--- config.mk ---
export PLATFORM = sky130hd
export DESIGN_NAME = tps_timer
export DESIGN_NICKNAME = d
export VERILOG_FILES = /design/src/verilog/tps_pkg.sv /design/src/verilog/tps_edge_pick.sv /design/src/verilog/tps_prescaler.sv /design/src/verilog/tps_timer.sv
export VERILOG_INCLUDE_DIRS = /design/src /design/src/verilog
export SDC_FILE = /design/constraint.sdc
export NUM_CORES = 1
export LEC_CHECK = 0
export BUFFER_PORTS_ARGS = -buffer_cell sky130_fd_sc_hd__buf_2
export CORE_ASPECT_RATIO = 0.8
export CORE_MARGIN = 2
export CORE_UTILIZATION = 35
export DETAILED_ROUTE_END_ITERATION = 8
export PLACE_DENSITY = 0.68
export SETUP_SLACK_MARGIN = 0.05
export SKIP_LAST_GASP = 1
export SLEW_MARGIN = 20
export SYNTH_ARGS = -nofsm -noshare
export SYNTH_HDL_FRONTEND = slang
export SYNTH_SLANG_ARGS = --single-unit
--- constraint.sdc ---
create_clock -name SYS_CLK -period 2.78 [get_ports SYS_CLK]
set_clock_uncertainty 0.15 [all_clocks]
set_input_delay 0.139 -clock SYS_CLK [delete_from_list [all_inputs] [get_ports SYS_CLK]]
set_output_delay 0.139 -clock SYS_CLK [all_outputs]
set_load 0.02 [all_outputs]
--- src/verilog/tps_map.svh ---
// tps_map.svh: register offsets, field positions and reset values for the
// counter clock and prescaler select block.
// assumes: included by bare name from the package and the design files.
`ifndef TPS_MAP_SVH
`define TPS_MAP_SVH

`define TPS_OFF_OPTION     12'h000
`define TPS_OFF_COUNT      12'h004
`define TPS_OFF_WDT_CLEAR  12'h008
`define TPS_OFF_IRQ_STATUS 12'h00C
`define TPS_OFF_IRQ_MASK   12'h010
`define TPS_OFF_WDT_COUNT  12'h014

`define TPS_BIT_PULLUP_DIS 7
`define TPS_BIT_IRQ_EDGE   6
`define TPS_BIT_CLK_SRC    5
`define TPS_BIT_EDGE_SEL   4
`define TPS_BIT_PS_ASSIGN  3
`define TPS_PS_RATIO_HI    2
`define TPS_PS_RATIO_LO    0

`define TPS_BIT_IRQ_CNT_OVF 0
`define TPS_BIT_IRQ_WDT_OVF 1

`define TPS_OPTION_RESET   8'hFF
`define TPS_IRQ_MASK_RESET 2'h0

`define TPS_WDT_CLEAR_KEY  32'h0000_0001

`endif

--- src/verilog/tps_pkg.sv ---
// tps_pkg.sv: types shared by the counter clock and prescaler design.
// assumes: tps_map.svh on the include path.
`include "tps_map.svh"

package tps_pkg;

    typedef logic [7:0] tps_byte_t;
    typedef logic [2:0] tps_ratio_t;

    typedef enum logic [1:0] {
        TPS_BUS_IDLE  = 2'b00,
        TPS_BUS_WRITE = 2'b01,
        TPS_BUS_READ  = 2'b10
    } tps_bus_phase_t;

endpackage

--- src/verilog/tps_edge_pick.sv ---
// tps_edge_pick.sv: picks the count source and turns it into a one-cycle
// tick per selected edge.
// assumes: ext pin already synchronous to the clock.
`timescale 1ns/1ns
`default_nettype none

module tps_edge_pick (
    input  wire logic clk,
    input  wire logic arst_n,
    input  wire logic ext_pin,
    input  wire logic use_ext,
    input  wire logic fall_edge,
    output logic      tick
);
    import tps_pkg::*;

    typedef struct packed {
        logic pin_q;
        logic tick;
    } tps_edge_state_t;

    tps_edge_state_t st;
    tps_edge_state_t next_st;

    always_comb begin
        next_st       = st;
        next_st.pin_q = ext_pin;
        if (use_ext) begin
            if (fall_edge) begin
                next_st.tick = st.pin_q & ~ext_pin;
            end else begin
                next_st.tick = ~st.pin_q & ext_pin;
            end
        end else begin
            next_st.tick = 1'b1;
        end
    end

    always_ff @(posedge clk or negedge arst_n) begin
        if (!arst_n) begin
            st <= '0;
        end else begin
            st <= next_st;
        end
    end

    assign tick = st.tick;

endmodule

`default_nettype wire

--- src/verilog/tps_prescaler.sv ---
// tps_prescaler.sv: the one shared 8-bit prescaler, not visible to software.
// assumes: clear has priority over a source tick in the same cycle.
`timescale 1ns/1ns
`default_nettype none

module tps_prescaler #(
    parameter int WIDTH = 8
) (
    input  wire logic             clk,
    input  wire logic             arst_n,
    input  wire logic             tick_in,
    input  wire logic             clear,
    input  wire tps_pkg::tps_ratio_t ratio,
    input  wire logic             to_wdt,
    output logic                  tick_out
);
    import tps_pkg::*;

    typedef struct packed {
        logic [WIDTH-1:0] count;
        logic             tick;
    } tps_ps_state_t;

    tps_ps_state_t st;
    tps_ps_state_t next_st;
    logic [WIDTH-1:0] inc;
    logic [3:0]       tap;
    logic [2:0]       idx;

    // counter divides by 2^(code+1), watchdog by 2^code; 1:1 is pass-through
    always_comb begin
        tap  = to_wdt ? {1'b0, ratio} : ({1'b0, ratio} + 4'h1);
        inc  = st.count + {{(WIDTH-1){1'b0}}, 1'b1};
        idx  = tap[2:0] - 3'h1;
        next_st      = st;
        next_st.tick = 1'b0;
        if (clear) begin
            next_st.count = '0;
        end else if (tick_in) begin
            if (tap == 4'h0) begin
                next_st.tick = 1'b1;
            end else begin
                next_st.count = inc;
                // carry out of the tapped bits: a full period after a clear
                next_st.tick  = st.count[idx] & ~inc[idx];
            end
        end
    end

    always_ff @(posedge clk or negedge arst_n) begin
        if (!arst_n) begin
            st <= '0;
        end else begin
            st <= next_st;
        end
    end

    assign tick_out = st.tick;

endmodule

`default_nettype wire

--- src/verilog/tps_timer.sv ---
// tps_timer.sv: 8-bit counter with clock source, edge and shared prescaler
// selection, an AHB-Lite register slave and a level interrupt.
// assumes: one clock; pin input synchronous; single word transfers only.
//
// How it works
// - clock-source bit 1 counts the external pin, 0 the cycle clock.
// - edge-select bit 1 counts falling pin edges, 0 rising ones.
// - assign bit 1 gives the prescaler to the watchdog, 0 to the counter; the other runs undivided.
// - ratio code n divides the counter by 2^(n+1) and the watchdog by 2^n.
// - there is a single prescaler, owned by one user, hidden from software.
// - a counter write clears the prescaler when the counter owns it.
// - a watchdog clear clears watchdog and prescaler when the watchdog owns it.
//
// Register access over AHB-Lite and the register addresses were decided locally.
`timescale 1ns/1ns
`default_nettype none
`include "tps_map.svh"

module tps_timer (
    input  wire logic        SYS_CLK,
    input  wire logic        ARST_N,
    input  wire logic        COUNTER_EXT_CLOCK_PIN,
    input  wire logic        HSEL,
    input  wire logic [11:0] HADDR,
    input  wire logic [1:0]  HTRANS,
    input  wire logic        HWRITE,
    input  wire logic [2:0]  HSIZE,
    input  wire logic [31:0] HWDATA,
    input  wire logic        HREADY,
    output logic      [31:0] HRDATA,
    output logic             HREADYOUT,
    output logic             HRESP,
    output logic             IRQ,
    output logic             WATCHDOG_TIMEOUT,
    output logic             PORT_PULLUP_DISABLE,
    output logic             EXT_IRQ_EDGE_SELECT
);
    import tps_pkg::*;

    typedef struct packed {
        tps_bus_phase_t phase;
        logic [11:0]    addr;
        logic [31:0]    rdata;
        tps_byte_t      option;
        tps_byte_t      count;
        tps_byte_t      wdt;
        logic [1:0]     irq_status;
        logic [1:0]     irq_mask;
        logic           irq;
        logic           wdt_timeout;
        logic           ps_clear;
    } tps_top_state_t;

    tps_top_state_t st;
    tps_top_state_t next_st;

    logic       src_tick;
    logic       ps_in;
    logic       ps_tick;
    logic       to_wdt;
    logic       cnt_step;
    logic       wdt_step;
    logic       wdt_src;
    logic       take;
    logic       wr_cnt;
    logic       wr_wdt_clr;
    logic [1:0] ev;
    tps_byte_t  cnt_inc;
    tps_byte_t  wdt_inc;

    assign to_wdt = st.option[`TPS_BIT_PS_ASSIGN];

    tps_edge_pick u_edge (
        .clk       (SYS_CLK),
        .arst_n    (ARST_N),
        .ext_pin   (COUNTER_EXT_CLOCK_PIN),
        .use_ext   (st.option[`TPS_BIT_CLK_SRC]),
        .fall_edge (st.option[`TPS_BIT_EDGE_SEL]),
        .tick      (src_tick)
    );

    // watchdog base tick is the cycle clock, stand-in for its own oscillator
    assign wdt_src = 1'b1;
    // one prescaler instance, input muxed to its owner only
    assign ps_in   = to_wdt ? wdt_src : src_tick;

    tps_prescaler #(
        .WIDTH (8)
    ) u_ps (
        .clk      (SYS_CLK),
        .arst_n   (ARST_N),
        .tick_in  (ps_in),
        .clear    (st.ps_clear),
        .ratio    (st.option[`TPS_PS_RATIO_HI:`TPS_PS_RATIO_LO]),
        .to_wdt   (to_wdt),
        .tick_out (ps_tick)
    );

    always_comb begin
        take       = HSEL & HREADY & HTRANS[1];
        cnt_step   = to_wdt ? src_tick : ps_tick;
        wdt_step   = to_wdt ? ps_tick : wdt_src;
        cnt_inc    = st.count + 8'h01;
        wdt_inc    = st.wdt + 8'h01;
        wr_cnt     = (st.phase == TPS_BUS_WRITE) && (st.addr == `TPS_OFF_COUNT);
        wr_wdt_clr = (st.phase == TPS_BUS_WRITE) &&
                     (st.addr == `TPS_OFF_WDT_CLEAR) &&
                     (HWDATA == `TPS_WDT_CLEAR_KEY);
        ev         = 2'b00;

        next_st             = st;
        next_st.ps_clear    = 1'b0;
        next_st.wdt_timeout = 1'b0;

        if (cnt_step) begin
            next_st.count = cnt_inc;
            ev[`TPS_BIT_IRQ_CNT_OVF] = (st.count == 8'hFF);
        end
        if (wdt_step) begin
            next_st.wdt = wdt_inc;
            if (st.wdt == 8'hFF) begin
                ev[`TPS_BIT_IRQ_WDT_OVF] = 1'b1;
                next_st.wdt_timeout      = 1'b1;
            end
        end

        // data phase: writes land here, write beats the count step
        if (st.phase == TPS_BUS_WRITE) begin
            unique case (st.addr)
                `TPS_OFF_OPTION: next_st.option = HWDATA[7:0];
                `TPS_OFF_COUNT: next_st.count = HWDATA[7:0];
                `TPS_OFF_IRQ_STATUS:
                    next_st.irq_status = st.irq_status & ~HWDATA[1:0];
                `TPS_OFF_IRQ_MASK: next_st.irq_mask = HWDATA[1:0];
                default: ;
            endcase
        end
        // assignment bit is left alone, only the prescaler count drops
        if (wr_cnt && !to_wdt) begin
            next_st.ps_clear = 1'b1;
        end
        if (wr_wdt_clr) begin
            next_st.wdt = 8'h00;
            if (to_wdt) begin
                next_st.ps_clear = 1'b1;
            end
        end
        // set wins over a same-cycle clear
        next_st.irq_status = next_st.irq_status | ev;
        next_st.irq = |(next_st.irq_status & next_st.irq_mask);

        next_st.phase = TPS_BUS_IDLE;
        next_st.rdata = 32'h0000_0000;
        if (take) begin
            next_st.addr  = HADDR;
            next_st.phase = HWRITE ? TPS_BUS_WRITE : TPS_BUS_READ;
            // read data registered in the address phase, held in data phase
            if (!HWRITE) begin
                unique case (HADDR)
                    `TPS_OFF_OPTION:     next_st.rdata = {24'h0, st.option};
                    `TPS_OFF_COUNT:      next_st.rdata = {24'h0, st.count};
                    `TPS_OFF_IRQ_STATUS: next_st.rdata = {30'h0, st.irq_status};
                    `TPS_OFF_IRQ_MASK:   next_st.rdata = {30'h0, st.irq_mask};
                    `TPS_OFF_WDT_COUNT:  next_st.rdata = {24'h0, st.wdt};
                    default:             next_st.rdata = 32'h0000_0000;
                endcase
            end
        end
    end

    always_ff @(posedge SYS_CLK or negedge ARST_N) begin
        if (!ARST_N) begin
            st            <= '0;
            st.option     <= `TPS_OPTION_RESET;
            st.irq_mask   <= `TPS_IRQ_MASK_RESET;
        end else begin
            st <= next_st;
        end
    end

    // software keeps the clear-then-reassign order; no hardware guard
    assign HRDATA              = st.rdata;
    assign HREADYOUT           = 1'b1;
    assign HRESP               = 1'b0;
    assign IRQ                 = st.irq;
    assign WATCHDOG_TIMEOUT    = st.wdt_timeout;
    assign PORT_PULLUP_DISABLE = st.option[`TPS_BIT_PULLUP_DIS];
    assign EXT_IRQ_EDGE_SELECT = st.option[`TPS_BIT_IRQ_EDGE];

endmodule

`default_nettype wire

==> results.sh <==
export IMPL_layout_min_cycle_time_ns=2.59
export IMPL_drv_cap=0
export IMPL_final_net_count=491
export IMPL_track_usage_pct=15.7
export IMPL_cts_buffers=9
export IMPL_die_area_um2=10900
export IMPL_worst_pin_slew_ns=0.612
export IMPL_p_leak_nw=1.96
export IMPL_routedWlPerCell_um=13.5
export IMPL_cts_htree_levels=3
export IMPL_worst_hold_path_type="in2async"
export IMPL_die_width_um=116
export IMPL_timing_setup_critical_path_class="reg2reg"
export IMPL_required_ns=2.81
export IMPL_drive_gt1_share_pct=27.8
export IMPL_cts_root_buffer_cell="clkbuf_16"
export IMPL_arrival_time_at_the_worst_endpoint_ns=2.62
export IMPL_final_hold_viol_count=0
export IMPL_min_period_over_period_pct=93.1
export IMPL_routed_via_count=2756
export IMPL_dpl_hpwl_um=5650
export IMPL_floorplan_core_area_um2=9690
export IMPL_critical_path_top_delay_family="compound AO/OA/AOI/OAI gates"
export IMPL_timing_critical_path_to_type="flip-flop"
export IMPL_avgSynthCellArea_um2=9.98
export IMPL_worst_r2r_setup_slack_ns=0.19
export IMPL_drt_antenna_violating_nets=0
export IMPL_layout_setup_ws_ns=0.193
export IMPL_gp_weighted_congestion=0.823
export IMPL_final_fill_count=923
export IMPL_grt_pass1_wl_um=13200
export IMPL_mostFrequentLayoutCells="buf_2 (62), dfrtp_1 (56), nor2_1 (49)"
export IMPL_boundary_pin_count=93
export IMPL_clock_tree_buffer_depth=2
export IMPL_synth_yosys_seq_area_share_pct=45.9
export IMPL_grtUsageMet2_pct=25.1
export IMPL_syn_cell_area_um2=3510
export IMPL_placed_cells=534
export IMPL_drc=0
export IMPL_first_global_vias=2808
export IMPL_drt_iter0_drc=185
export IMPL_hold_worst_slack_ns=0.113
export IMPL_initial_utilization_pct=36.2
export IMPL_post_layout_nonfiller_instances=571
export IMPL_area_delta_synth_final_pct=22.9
export IMPL_finalSetupViolCount=0
export IMPL_r2r_worst_path_cells=8
export IMPL_cts_reportedPaths_clkPinSlew_ns=0.06
export IMPL_cts_tree="built"
export IMPL_path_cells="ha_1 -> mux2i_1 -> ha_1 -> a21boi_1 -> nor3_1 -> a21oi_1 -> a21oi_1 -> a2111oi_1"
export IMPL_timing_rr_end="u_ps.tick_out$_DFF_PN0_"
export IMPL_first_pass_detailed_route_iteration_total=4
export IMPL_number_of_pins_with_negative_max_slew_slack_in_the_final_report=0
export IMPL_syn_inst=352
export IMPL_worst_path_max_fanout=5
export IMPL_synthDistinctLibCells=49
export IMPL_met3_usage_pct=4.80
export IMPL_outcome="finished, final reports clean"
export IMPL_dpl_worst_slack_ns=0.137
export IMPL_yosys_warnings=0
export IMPL_final_cell_area_um2=4320
export IMPL_antenna_diode_count=0
export IMPL_floorplan_rows=32
export IMPL_cts_setup_buffers=0
export IMPL_grt_antenna_before_repair=0
export IMPL_synth_flop_cell="dfrtp_1"
export IMPL_final_global_route_overflow_total=0
export IMPL_grt_util_met1_pct=19.7
export IMPL_power_density_cell_area_nw_per_um2=786
export IMPL_fmax_ghz=0.387
export IMPL_timing_critical_path_slowest_cell_delay_ns=0.57
export IMPL_synth_edff_count=0
export IMPL_synth_async_reset_ratio_pct=100
export IMPL_timing_critical_path_slowest_stage_cell="dfstp_2"
export IMPL_worstSetupStartpoint="st[23]$_DFFE_PN1P_"
export IMPL_quantity_of_i_o_buffers_inserted_on_ports=62
export IMPL_vias_per_cell=4.83
export IMPL_clock_sinks=64
export IMPL_dpl_instance_area_um2=3800
export IMPL_start_kind="flip-flop"
export IMPL_grt_max_degree=29
export IMPL_commonest_non_fill_non_tap_cell_in_the_layout="buf_2"
export IMPL_routed_wirelength_um=7720
export IMPL_buffers_inverters_on_critical_path=0
export IMPL_worst_path_stages=8
export IMPL_insertion_delay_ns=0.33
export IMPL_timing_rr_start="st[23]$_DFFE_PN1P_"
export IMPL_setup_worst_path_end="u_ps.tick_out$_DFF_PN0_"
export IMPL_grt_busiest_layer="met2"
export IMPL_worst_slew_margin_rel_pct=58.6
export IMPL_yosys_register_bits=64
export IMPL_die_height_um=93.6
export IMPL_finalCoreUtilization_pct=44.6
export IMPL_vdd_ir_drop_max_v=0.000336
[timing repair]
item	in CTS	in global routing
resized for setup	0	3
endpoints found under the hold margin	55	0
hold buffers	21	0
endpoints found under the setup margin	0	8
[worst register-to-register path, cell delays in order (launching register included)]
cell and delay [ns]:
dfstp_2 0.57, ha_1 0.25, mux2i_1 0.19, ha_1 0.26, a21boi_1 0.27, nor3_1 0.07, a21oi_1 0.13, a21oi_1 0.08
a2111oi_1 0.47
[cell usage after synthesis, types with 2 or more instances]
cell type / count / area, um^2
mux2_2: 24 / 270
a21oi_1: 21 / 105
nor3b_1: 2 / 15.0
nor4b_1: 2 / 17.5
xor2_1: 9 / 78.8
nor4_1: 11 / 68.8
xnor2_1: 12 / 105
nor3_1: 11 / 55.1
nor2b_1: 3 / 18.8
conb_1: 2 / 7.51
nand2_1: 20 / 75.1
inv_1: 5 / 18.8
clkbuf_1: 5 / 18.8
nand3_1: 9 / 45.0
nand4_1: 8 / 50.1
ha_1: 6 / 75.1
nor2_1: 49 / 184
buf_1: 2 / 7.51
dfstp_2: 8 / 210
a211oi_1: 3 / 22.5
dfrtp_1: 56 / 1400
buf_4: 36 / 270
o21ai_0: 5 / 25.0
mux2i_1: 9 / 90.1
and4_1: 3 / 26.3
nand2b_1: 3 / 18.8
and3_1: 4 / 25.0
a221oi_1: 2 / 17.5
a22oi_1: 2 / 15.0
[logic make-up after synthesis]
family | count (synthesis) | synth area share, %
muxes | 34 | 10.7
xor gates and xnor gates | 21 | 5.24
DFF | 64 | 45.9
other | 2 | 0.214
adders and majority gates | 6 | 2.14
and+or+nand+nor | 134 | 19.4
buffers and inverters | 50 | 9.41
AOI/OAI and AO/OA | 41 | 7.05
[cell type report]
class	instances	area [um^2]	share of cell area [%]
well taps	136	170	3.94
clock inverters	5	56.3	1.30
repair buffers	87	551	12.8
clock buffers	11	243	5.62
multi-input cells	262	1660	38.5
flip-flops and latches	64	1610	37.3
inverters	6	22.5	0.522
[sequential cells by signal, indices dropped and copies added, names as in the netlist]
signal and flops:
EXT_IRQ_EDGE_SELECT 1, HRDATA 8, IRQ 1, PORT_PULLUP_DISABLE 1, WATCHDOG_TIMEOUT 1, st 41, u_edge.st 1, u_edge.tick 1
u_ps.st 8, u_ps.tick_out 1
[per-layer routing]
layer / share of wire, % / wire (um) / vias to the layer above
met4: 2.4 / 187 / 0
met2: 48 / 3700 / 82
met5: 0 / 0 / -
li1: - / - / 1333
met3: 5.1 / 396 / 18
met1: 45 / 3440 / 1323
[power breakdown]
group,internal (mW),switching [mW],leakage (nW)
registers,1.17,0.257,0.770
logic,0.423,0.423,1.04
clock network,0.716,0.403,0.145
[how the worst min path moves through the flow]
stage	end	cells past startpoint
global placement	u_ps.st[4]$_DFFE_PN0P_	1
global route	u_ps.st[4]$_DFFE_PN0P_	2
CTS	st[76]$_DFF_PN0_	4
floorplan	HRDATA[0]$_DFF_PN0_	0
finish	st[76]$_DFF_PN0_	2
detailed placement	u_ps.st[4]$_DFFE_PN0P_	1
[through the flow]
stage	power, mW	TNS [ns]
2_1_floorplan	2.04	0
3_3_place_gp	2.21	0
3_5_place_dp	2.26	0
4_1_cts	3.42	0
5_1_grt	3.63	-0.00152
6_report	3.39	0
(Power assumes the default switching activity.)
